--- src/hdl/swrl_pkg.sv ---
// Shared constants and encodings for the single-wire slave ROM layer
package swrl_pkg;

  // System clock period
  localparam int unsigned CLK_NS          = 4;

  // ROM-level command codes
  localparam logic [7:0]  CMD_READ_ROM    = 8'h33;
  localparam logic [7:0]  CMD_MATCH       = 8'h55;
  localparam logic [7:0]  CMD_SEARCH      = 8'hF0;
  localparam logic [7:0]  CMD_SKIP        = 8'hCC;
  localparam logic [7:0]  CMD_RESUME      = 8'hA5;
  localparam logic [7:0]  CMD_OD_SKIP     = 8'h3C;
  localparam logic [7:0]  CMD_OD_MATCH    = 8'h69;

  // Frame sizes
  localparam int unsigned CMD_BITS        = 8;
  localparam int unsigned ROM_BITS        = 64;

  // Reset low thresholds in microseconds
  localparam int unsigned RST_LONG_US     = 480;
  localparam int unsigned OD_KEEP_MAX_US  = 80;
  localparam int unsigned OD_RST_MIN_US   = 48;

  // Presence timing at standard speed in microseconds
  localparam int unsigned STD_PDH_US      = 30;
  localparam int unsigned STD_PDL_US      = 120;

  // Short timings in nanoseconds
  localparam int unsigned OD_PDH_NS       = 2000;
  localparam int unsigned OD_PDL_NS       = 8000;
  localparam int unsigned STD_SAMPLE_NS   = 15000;
  localparam int unsigned OD_SAMPLE_NS    = 2000;
  localparam int unsigned STD_HOLD_NS     = 12000;
  localparam int unsigned OD_HOLD_NS      = 1500;
  localparam int unsigned STD_REC_NS      = 5000;
  localparam int unsigned OD_REC_NS       = 2000;

  // Derived cycle counts: least times round up, longest round down
  localparam int unsigned OD_PDH_CYC      = (OD_PDH_NS + CLK_NS - 1) / CLK_NS;
  localparam int unsigned OD_PDL_CYC      = (OD_PDL_NS + CLK_NS - 1) / CLK_NS;
  localparam int unsigned STD_SAMPLE_CYC  = (STD_SAMPLE_NS + CLK_NS - 1) / CLK_NS;
  localparam int unsigned OD_SAMPLE_CYC   = (OD_SAMPLE_NS + CLK_NS - 1) / CLK_NS;
  localparam int unsigned STD_HOLD_CYC    = STD_HOLD_NS / CLK_NS;
  localparam int unsigned OD_HOLD_CYC     = OD_HOLD_NS / CLK_NS;
  localparam int unsigned STD_REC_CYC     = (STD_REC_NS + CLK_NS - 1) / CLK_NS;
  localparam int unsigned OD_REC_CYC      = (OD_REC_NS + CLK_NS - 1) / CLK_NS;

  // Reset values
  localparam logic        OD_RST_VAL      = 1'b0;
  localparam logic        RC_RST_VAL      = 1'b0;

  // Line-level phase of the slot engine
  typedef enum logic [2:0] {
    swrl_ln_idle,
    swrl_ln_pres_wait,
    swrl_ln_pres_low,
    swrl_ln_slot,
    swrl_ln_rec
  } swrl_line_t;

  // ROM-layer state
  typedef enum logic [2:0] {
    swrl_rom_cmd,
    swrl_rom_read_id,
    swrl_rom_match,
    swrl_rom_search,
    swrl_rom_mem,
    swrl_rom_wait_rst
  } swrl_rom_t;

endpackage : swrl_pkg

--- src/hdl/swrl_rom_layer.sv ---
// Single-wire slave: reset/presence, bit slots, speed state and ROM commands
//
// Summary of operation
// - Search code walks ID bits LSB first
// - Search slots drive true bit, then complement
// - Third slot mismatch drops device until reset
// - Skip code goes straight to memory layer
// - Resume selects only when resume flag set
// - Resume flag set by match/search/overdrive-match success
// - Other device selected clears resume flag
// - Overdrive-skip sets overdrive and skips addressing
// - Reset low of 480 us clears overdrive
// - Overdrive-match: exact match selects and sets overdrive
// - Failed overdrive-match keeps existing overdrive
// - Overdrive reset up to 80 us keeps overdrive
// - Standard timing unless overdrive or overdrive-match ID bits; overdrive times all
// - Presence: wait delay, then drive low period
// - Data slots accepted after presence and recovery
// - Falling edge starts slot timer for sampling
// - Recovery interval after each slot rise
// - Read zero pulls low for timed hold
// - ROM commands are eight bits, LSB first
// - Match code: exact 64-bit match selects
// - Read-ID code sends 64-bit registration number
`timescale 1ns/1ns

module swrl_rom_layer
  import swrl_pkg::*;
#(
  parameter logic [63:0] ROM_ID       = 64'h0123_4567_89AB_CD01, // Arbitrary value
  parameter int unsigned DW           = 8,
  parameter int unsigned DEPTH        = 2,
  parameter int unsigned RST_LONG_CYC = RST_LONG_US * 1000 / CLK_NS,
  parameter int unsigned OD_KEEP_CYC  = OD_KEEP_MAX_US * 1000 / CLK_NS,
  parameter int unsigned OD_RST_CYC   = OD_RST_MIN_US * 1000 / CLK_NS,
  parameter int unsigned STD_PDH_CYC  = (STD_PDH_US * 1000 + CLK_NS - 1) / CLK_NS,
  parameter int unsigned STD_PDL_CYC  = (STD_PDL_US * 1000 + CLK_NS - 1) / CLK_NS
) (
  input  wire logic          i_clk_sys,
  input  wire logic          i_sys_rst,
  input  wire logic          i_dq,
  output logic               o_dq_out,
  output logic               o_dq_oe,
  output logic               o_overdrive_flag,
  output logic               o_resume_flag,
  output logic               o_selected,
  output logic               o_reset_seen,
  output logic [DW-1:0]      o_mem_data,
  output logic               o_mem_valid,
  input  wire logic          i_mem_ready
);

  localparam int unsigned LW = 17;  // Wide enough for the 480 us low count
  localparam int unsigned TW = 17;
  localparam int unsigned CW = $clog2(DEPTH + 1);

  typedef struct packed {
    logic                       dq_s1;
    logic                       dq_s2;
    logic                       dq_prev;
    logic [LW-1:0]              low_cnt;
    logic [TW-1:0]              tmr;
    swrl_line_t                 line;
    swrl_rom_t                  rom;
    logic                       od;
    logic                       rc;
    logic                       odm;
    logic                       match_ok;
    logic                       rd_slot;
    logic                       rd_bit;
    logic                       done;
    logic [6:0]                 bit_cnt;
    logic [1:0]                 sub;
    logic [7:0]                 shreg;
    logic                       drv;
    logic                       dq_o;
    logic                       rst_seen;
    logic                       rst_od;
    logic                       sel;
    logic                       mvalid;
    logic                       pend_v;
    logic [DW-1:0]              pend_d;
    logic [DEPTH-1:0][DW-1:0]   buf_d;
    logic [CW-1:0]              buf_cnt;
  } swrl_state_t;

  swrl_state_t st_r;
  swrl_state_t st_nxt;

  // Timing chosen by the current speed, widened for the counters
  function automatic logic [TW-1:0] swrl_pick(input logic od, input int unsigned t_od,
                                               input int unsigned t_std);
    swrl_pick = od ? TW'(t_od) : TW'(t_std);
  endfunction : swrl_pick

  // ROM bit the device would present at a given index
  function automatic logic swrl_id_bit(input logic [6:0] idx);
    swrl_id_bit = ROM_ID[idx[5:0]];
  endfunction : swrl_id_bit

  logic          fall;
  logic          rise;
  logic          od_eff;
  logic          bit_in;
  logic [7:0]    byte_in;
  logic [CW-1:0] cnt_tmp;
  logic          pop;

  // Next-state logic for line, ROM layer and hand-over buffer
  always_comb begin
    st_nxt   = st_r;
    cnt_tmp  = st_r.buf_cnt;
    pop      = 1'b0;
    bit_in   = 1'b0;
    byte_in  = 8'h00;
    st_nxt.dq_s1    = i_dq;
    st_nxt.dq_s2    = st_r.dq_s1;
    st_nxt.dq_prev  = st_r.dq_s2;
    st_nxt.rst_seen = 1'b0;
    st_nxt.dq_o     = 1'b0;
    fall   = st_r.dq_prev & ~st_r.dq_s2;
    rise   = ~st_r.dq_prev & st_r.dq_s2;
    // Overdrive-match bits already travel at fast timing
    od_eff = st_r.od | st_r.odm;

    // Speed at the start of each low decides how a reset is measured,
    // so the slot that sets overdrive is not mistaken for a reset
    if (fall) begin
      st_nxt.rst_od = st_r.od;
    end

    // Low-time measure; our own pulldown is not counted
    if (st_r.dq_s2 || st_r.drv) begin
      st_nxt.low_cnt = '0;
    end else if (st_r.low_cnt != {LW{1'b1}}) begin
      st_nxt.low_cnt = st_r.low_cnt + LW'(1);
    end

    st_nxt.tmr = st_r.tmr + TW'(1);

    case (st_r.line)
      swrl_ln_idle: begin
        if (fall) begin
          st_nxt.tmr  = '0;
          st_nxt.line = swrl_ln_slot;
          st_nxt.done = 1'b0;
          // Read slots: search pair and ID readout
          st_nxt.rd_slot = (st_r.rom == swrl_rom_read_id) ||
                           (st_r.rom == swrl_rom_search && st_r.sub != 2'd2);
          if (st_r.rom == swrl_rom_search) begin
            st_nxt.rd_bit = (st_r.sub == 2'd0) ? swrl_id_bit(st_r.bit_cnt)
                                               : ~swrl_id_bit(st_r.bit_cnt);
          end else begin
            st_nxt.rd_bit = swrl_id_bit(st_r.bit_cnt);
          end
        end
      end
      swrl_ln_pres_wait: begin
        if (st_r.tmr >= swrl_pick(st_r.od, OD_PDH_CYC, STD_PDH_CYC) - TW'(1)) begin
          st_nxt.tmr  = '0;
          st_nxt.line = swrl_ln_pres_low;
        end
      end
      swrl_ln_pres_low: begin
        if (st_r.tmr >= swrl_pick(st_r.od, OD_PDL_CYC, STD_PDL_CYC) - TW'(1)) begin
          st_nxt.tmr  = '0;
          st_nxt.line = swrl_ln_rec;
        end
      end
      swrl_ln_slot: begin
        if (!st_r.done && st_r.tmr == swrl_pick(od_eff, OD_SAMPLE_CYC, STD_SAMPLE_CYC)) begin
          st_nxt.done = 1'b1;
          bit_in = st_r.rd_slot ? st_r.rd_bit : st_r.dq_s2;
          // Bit handling by ROM state
          case (st_r.rom)
            swrl_rom_cmd: begin
              byte_in        = {bit_in, st_r.shreg[7:1]};
              st_nxt.shreg   = byte_in;
              st_nxt.bit_cnt = st_r.bit_cnt + 7'd1;
              if (st_r.bit_cnt == 7'(CMD_BITS - 1)) begin
                st_nxt.bit_cnt  = '0;
                st_nxt.sub      = '0;
                st_nxt.match_ok = 1'b1;
                if (byte_in == CMD_READ_ROM) begin
                  st_nxt.rom = swrl_rom_read_id;
                end else if (byte_in == CMD_MATCH) begin
                  st_nxt.rom = swrl_rom_match;
                end else if (byte_in == CMD_OD_MATCH) begin
                  st_nxt.rom = swrl_rom_match;
                  st_nxt.odm = 1'b1;
                end else if (byte_in == CMD_SEARCH) begin
                  st_nxt.rom = swrl_rom_search;
                end else if (byte_in == CMD_SKIP) begin
                  st_nxt.rom = swrl_rom_mem;
                end else if (byte_in == CMD_OD_SKIP) begin
                  st_nxt.rom = swrl_rom_mem;
                  st_nxt.od  = 1'b1;
                end else if (byte_in == CMD_RESUME) begin
                  st_nxt.rom = st_r.rc ? swrl_rom_mem : swrl_rom_wait_rst;
                end else begin
                  st_nxt.rom = swrl_rom_wait_rst;
                end
              end
            end
            swrl_rom_read_id: begin
              st_nxt.bit_cnt = st_r.bit_cnt + 7'd1;
              if (st_r.bit_cnt == 7'(ROM_BITS - 1)) begin
                st_nxt.rom = swrl_rom_mem;
              end
            end
            swrl_rom_match: begin
              st_nxt.bit_cnt = st_r.bit_cnt + 7'd1;
              if (bit_in != swrl_id_bit(st_r.bit_cnt)) begin
                st_nxt.match_ok = 1'b0;
              end
              if (st_r.bit_cnt == 7'(ROM_BITS - 1)) begin
                st_nxt.odm = 1'b0;
                if (st_nxt.match_ok) begin
                  st_nxt.rom = swrl_rom_mem;
                  st_nxt.rc  = 1'b1;
                  st_nxt.od  = st_r.od | st_r.odm;
                end else begin
                  // Someone else was addressed; old overdrive stays
                  st_nxt.rom = swrl_rom_wait_rst;
                  st_nxt.rc  = 1'b0;
                end
              end
            end
            swrl_rom_search: begin
              if (st_r.sub != 2'd2) begin
                st_nxt.sub = st_r.sub + 2'd1;
              end else begin
                st_nxt.sub = '0;
                if (bit_in != swrl_id_bit(st_r.bit_cnt)) begin
                  st_nxt.rom = swrl_rom_wait_rst;
                  st_nxt.rc  = 1'b0;
                end else if (st_r.bit_cnt == 7'(ROM_BITS - 1)) begin
                  st_nxt.rom = swrl_rom_mem;
                  st_nxt.rc  = 1'b1;
                end else begin
                  st_nxt.bit_cnt = st_r.bit_cnt + 7'd1;
                end
              end
            end
            swrl_rom_mem: begin
              // Assemble memory-layer bytes; stalls while one is pending
              if (!st_r.pend_v) begin
                byte_in        = {bit_in, st_r.shreg[7:1]};
                st_nxt.shreg   = byte_in;
                st_nxt.bit_cnt = st_r.bit_cnt + 7'd1;
                if (st_r.bit_cnt == 7'(CMD_BITS - 1)) begin
                  st_nxt.bit_cnt = '0;
                  st_nxt.pend_v  = 1'b1;
                  st_nxt.pend_d  = DW'(byte_in);
                end
              end
            end
            default: begin
              st_nxt.rom = swrl_rom_wait_rst;
            end
          endcase
        end
        if (st_r.done && st_r.dq_s2) begin
          st_nxt.tmr  = '0;
          st_nxt.line = swrl_ln_rec;
        end
      end
      swrl_ln_rec: begin
        // Falling edges inside recovery are not taken as slots
        if (st_r.tmr >= swrl_pick(od_eff, OD_REC_CYC, STD_REC_CYC) - TW'(1)) begin
          st_nxt.line = swrl_ln_idle;
        end
      end
      default: begin
        st_nxt.line = swrl_ln_idle;
      end
    endcase

    // Reset pulse recognised on the release edge, overriding all else
    if (rise && st_r.low_cnt >= (st_r.rst_od ? LW'(OD_RST_CYC) : LW'(RST_LONG_CYC))) begin
      st_nxt.rst_seen = 1'b1;
      st_nxt.line     = swrl_ln_pres_wait;
      st_nxt.tmr      = '0;
      st_nxt.rom      = swrl_rom_cmd;
      st_nxt.bit_cnt  = '0;
      st_nxt.sub      = '0;
      st_nxt.odm      = 1'b0;
      st_nxt.match_ok = 1'b0;
      st_nxt.pend_v   = 1'b0;
      // Up to 80 us keeps overdrive; longer ones fall back to standard
      st_nxt.od = st_r.od && (st_r.low_cnt <= LW'(OD_KEEP_CYC));
    end

    // Pulldown: presence low and read-zero hold only
    st_nxt.drv = (st_nxt.line == swrl_ln_pres_low) ||
                 (st_nxt.line == swrl_ln_slot && st_nxt.rd_slot && !st_nxt.rd_bit &&
                  st_nxt.tmr < swrl_pick(od_eff, OD_HOLD_CYC, STD_HOLD_CYC));

    // Two-entry buffer, head in entry 0 so the output is a flop
    if (st_r.buf_cnt != '0 && i_mem_ready) begin
      pop = 1'b1;
      for (int i = 0; i < DEPTH - 1; i++) begin
        st_nxt.buf_d[i] = st_r.buf_d[i + 1];
      end
      cnt_tmp = st_r.buf_cnt - CW'(1);
    end
    if (st_r.pend_v && (st_r.buf_cnt != CW'(DEPTH) || pop)) begin
      st_nxt.buf_d[cnt_tmp] = st_r.pend_d;
      cnt_tmp = cnt_tmp + CW'(1);
      if (!st_nxt.rst_seen) begin
        st_nxt.pend_v = 1'b0;
      end
    end
    st_nxt.buf_cnt = cnt_tmp;
    // Registered copies so the status outputs come from flops
    st_nxt.mvalid  = (cnt_tmp != '0);
    st_nxt.sel     = (st_nxt.rom == swrl_rom_mem);
  end

  // State register
  always_ff @(posedge i_clk_sys or posedge i_sys_rst) begin
    if (i_sys_rst) begin
      st_r         <= '0;
      st_r.dq_s1   <= 1'b1;
      st_r.dq_s2   <= 1'b1;
      st_r.dq_prev <= 1'b1;
      st_r.line    <= swrl_ln_idle;
      st_r.rom     <= swrl_rom_wait_rst;
      st_r.od      <= OD_RST_VAL;
      st_r.rc      <= RC_RST_VAL;
    end else begin
      st_r <= st_nxt;
    end
  end

  // Outputs straight from the state flops
  assign o_dq_out         = st_r.dq_o;
  assign o_dq_oe          = st_r.drv;
  assign o_overdrive_flag = st_r.od;
  assign o_resume_flag    = st_r.rc;
  assign o_selected       = st_r.sel;
  assign o_reset_seen     = st_r.rst_seen;
  assign o_mem_data       = st_r.buf_d[0];
  assign o_mem_valid      = st_r.mvalid;

endmodule : swrl_rom_layer

--- config.mk ---
export PLATFORM = sky130hd
export DESIGN_NAME = swrl_rom_layer
export DESIGN_NICKNAME = d
export VERILOG_FILES = /design/src/hdl/swrl_pkg.sv /design/src/hdl/swrl_rom_layer.sv
export SDC_FILE = /design/constraint.sdc
export NUM_CORES = 1
export LEC_CHECK = 0
export ABC_AREA = 0
export BUFFER_PORTS_ARGS = -buffer_cell sky130_fd_sc_hd__buf_2
export CELL_PAD_IN_SITES_DETAIL_PLACEMENT = 2
export CELL_PAD_IN_SITES_GLOBAL_PLACEMENT = 2
export CORE_MARGIN = 8
export CORE_UTILIZATION = 40
export CTS_CLUSTER_DIAMETER = 50
export CTS_CLUSTER_SIZE = 25
export DETAILED_ROUTE_END_ITERATION = 10
export HOLD_SLACK_MARGIN = 0.1
export PLACE_DENSITY = 0.89
export SLEW_MARGIN = 20
export SYNTH_ARGS = -nofsm -noshare
export SYNTH_HDL_FRONTEND = slang
export SYNTH_SLANG_ARGS = --single-unit
--- constraint.sdc ---
create_clock -name i_clk_sys -period 4.2 [get_ports i_clk_sys]
set_input_delay 0.21 -clock i_clk_sys [delete_from_list [all_inputs] [get_ports i_clk_sys]]
set_output_delay 0.21 -clock i_clk_sys [all_outputs]
set_load 0.02 [all_outputs]
==> metrics <==
largest cells by area after synthesis dfrtp_1 (36%), ha_1 (8.4%), nor2_1 (4.2%); Tightest Pin Transition 882.8 ps; WS Path Type reg2reg; initial antenna violation count 0; Slowest Stage Delay on Critical Path 460 ps; DRC Markers 0; slowest CP cell dfrtp_2; Avg Synthesized Cell Area 9.117 sq um; vias after detailed routing 5476; worst path required time 4440 ps; Yosys warnings 0; RSZ-0062 raised after global routing false; max-cap violations 0; synth-to-layout area growth 9.573%; Reg clk slew, reported paths 80 ps; post-layout util 0.4441; die width 142.4 microns; routed vias/inst 5.959; top cell type's share of synthesized area 0.3641; overall routed net length 20210 microns; f_max 0.2501 GHz; drt first pass iters 4; layout cells sized above 1 0.1380; Clock Root Buffer clkbuf_16; Setup TNS 0 ps; pin count of the biggest net entering global routing 70; initial DRC count 285; Primary FF master, synth dfrtp_1; fraction of registers with async set/reset 1.000; status completed; dpl hpwl 14200 microns; # IOs 19; fin crit share 0.9521; Slew headroom 0.4115; post-synthesis net count 748; Clock Path Buffers 2; clk_lat worst skew 360 ps; number of enable flip-flop cells after synthesis 0; Critical Path Fanout Max 18; fin. max-slew vios 0; nature of the critical path startpoint flip-flop; CTS tree built; register bit total from synthesis 98; CTS Buf Count 9; Post-Syn Instances 701; WHS 360.7 ps; diode count 0; final setup violating endpoints 0; die area 20280 sq um; peak supply drop 0.2358 mV; Crit path arrival time 4240 ps; hold depth 0; Critical Path End Type flip-flop; R2R depth 14; # nets final 745; first-pass GRT wire length 33060 microns; FILL cells 1716; PD cells 377.6 nW/um^2; GP Congestion 0.9208; final antenna-violating net count 0; Hold Fails Final Rpt 0; Leak 0.002994 uW; clock sink count 98; critical path, cell by cell buf_4 > ha_1 > nor4_1 > o221ai_1 > or3_1 > a31o_4 > nor2_2 > ha_1 > o211ai_1 > a2111o_1 > o21ai_0 > nand4_1 > a31oi_1 > o21ai_0; min Tclk post-route 3999 ps; Seq/Total Area, Yosys 0.3847; global route overflow 0; All-Layer GR Usage 0.2056; synthesized area 6391 sq um; hold crit path type reg2reg; Core Region 15770 sq um; largest area contributor in the netlist dfrtp_1; H-tree lvl count 3; vias in the first global route 6141; skew final 10.12 ps; Starting Density 0.4053; Routed WL per cell 21.99 microns; Die Ht 142.4 microns; Unique masters post-synth 72; Rows 46; IO Port Bufs 17
-- worst paths after layout --
path                                         startpoint                   end  slack [ps]
max                        o_overdrive_flag$_DFFE_PP0P_     o_dq_oe$_DFF_PP0_         200
min                                st_nxt[98]$_DFF_PP1_  st_nxt[97]$_DFF_PP1_         360
max reg2reg                o_overdrive_flag$_DFFE_PP0P_     o_dq_oe$_DFF_PP0_         200
min reg2reg                        st_nxt[98]$_DFF_PP1_  st_nxt[97]$_DFF_PP1_         360
max in group asynchronous                     i_sys_rst    st_r[57]$_DFF_PP1_        2660
min in group asynchronous                     i_sys_rst  st_r[82]$_DFFE_PP0P_         590
-- state kept, by name, summed over array words and instances (netlist names) --
name	count
o_mem_data	8
st_r	82
o_selected	1
o_dq_oe	1
o_overdrive_flag	1
o_resume_flag	1
o_reset_seen	1
o_mem_valid	1
st_nxt	2
-- critical path, delay by kind of cell (launching register included) --
kind                       cells  cell delay [ps]
AOI/OAI and AO/OA              7             1620
adders and majority gates      2              440
DFF                            1              460
and+or+nand+nor                4             1160
buffers and inverters          1              190
-- power by group --
group	switching, uW	total, uW	internal [uW]
sequential	78.4	1080	1010
clock	411	946	535
combinational	398	614	216
-- repair_timing --
action,in CTS,in global routing
resized for setup,2,6
gates cloned,0,0
buffers inserted,0,0
hold buffers,2,0
pin swaps,0,0
hold endpoints to repair,66,0
setup endpoints to repair,1,1
-- cell families after synthesis --
family / count (synthesis) / synth area share
buffers and inverters: 70 / 0.04777
and+or+nand+nor: 291 / 0.2471
other: 1 / 0.0005868
muxes: 32 / 0.05677
adders and majority gates: 43 / 0.08418
DFF: 98 / 0.3847
AOI/OAI and AO/OA: 135 / 0.1365
xor gates and xnor gates: 31 / 0.04248
-- cell type report --
type                            count  area [sq um]  share of cell area
Multi-Input combinational cell    533          3657              0.5222
Sequential cell                    98          2461              0.3514
Tap cell                          216         270.3             0.03859
Clock buffer                        9         225.2             0.03216
Timing Repair Buffer               28         172.7             0.02466
Clock inverter                      7         108.9             0.01554
Inverter                           28         107.6             0.01537
-- cells in the mapped netlist (5+ instances only) --
master and count:
nor3_1 10, nand2_1 59, nand4_1 17, clkbuf_1 23, buf_4 9, or3_1 11
a31oi_1 14, mux2i_1 7, nor2b_1 15, and4_1 6, nor4bb_1 5, nor3b_1 5
xor2_1 16, ha_1 43, or4_1 8, nand3_1 20, o21ai_0 30, dfstp_2 5
nand2b_1 11, and2_1 8, nor4_1 10, a211oi_1 9, inv_1 27, nor2_1 72
mux2_2 24, buf_2 5, o21bai_1 5, or2_2 7, dfrtp_1 93, a21oi_1 34
xnor2_1 15, and3_1 7, nor4b_1 5
-- per-layer routing --
metal / track usage / routed length (microns) / up-vias
li1: - / - / 2520
met4: 0.07998 / 507 / 0
met2: 0.3823 / 10790 / 89
met5: 0 / 0 / -
met3: 0.02013 / 448 / 33
met1: 0.2373 / 8460 / 2834
-- cell usage in the layout (no fill, tap or decap), drive strengths merged, types with 6 or more instances in the layout --
cell / count
nand2b: 11
and3: 7
or2: 8
mux2i: 7
a21oi: 34
and2: 8
nor2b: 15
nor4: 12
mux2: 24
nand3: 20
ha: 43
or3: 11
nor2: 72
dfrtp: 93
nor3: 10
or4: 9
clkbuf: 9
inv: 30
nand2: 59
xor2: 16
a211oi: 9
nand4: 17
xnor2: 15
buf: 26
o21ai: 30
and4: 6
a31oi: 14
-- stage by stage --
step           setup WS [ps]  cell area (sq um)  std cells  power (uW)
2_1_floorplan          234.1               6391        701        1473
3_3_place_gp           425.3               6616        901        1604
3_5_place_dp           107.3               6621        901        1661
4_1_cts                41.48               6978        919        2643
5_1_grt                1.742               7003        919        2754
6_report               201.0               7003        919        2644
(Power assumes the default switching activity.)
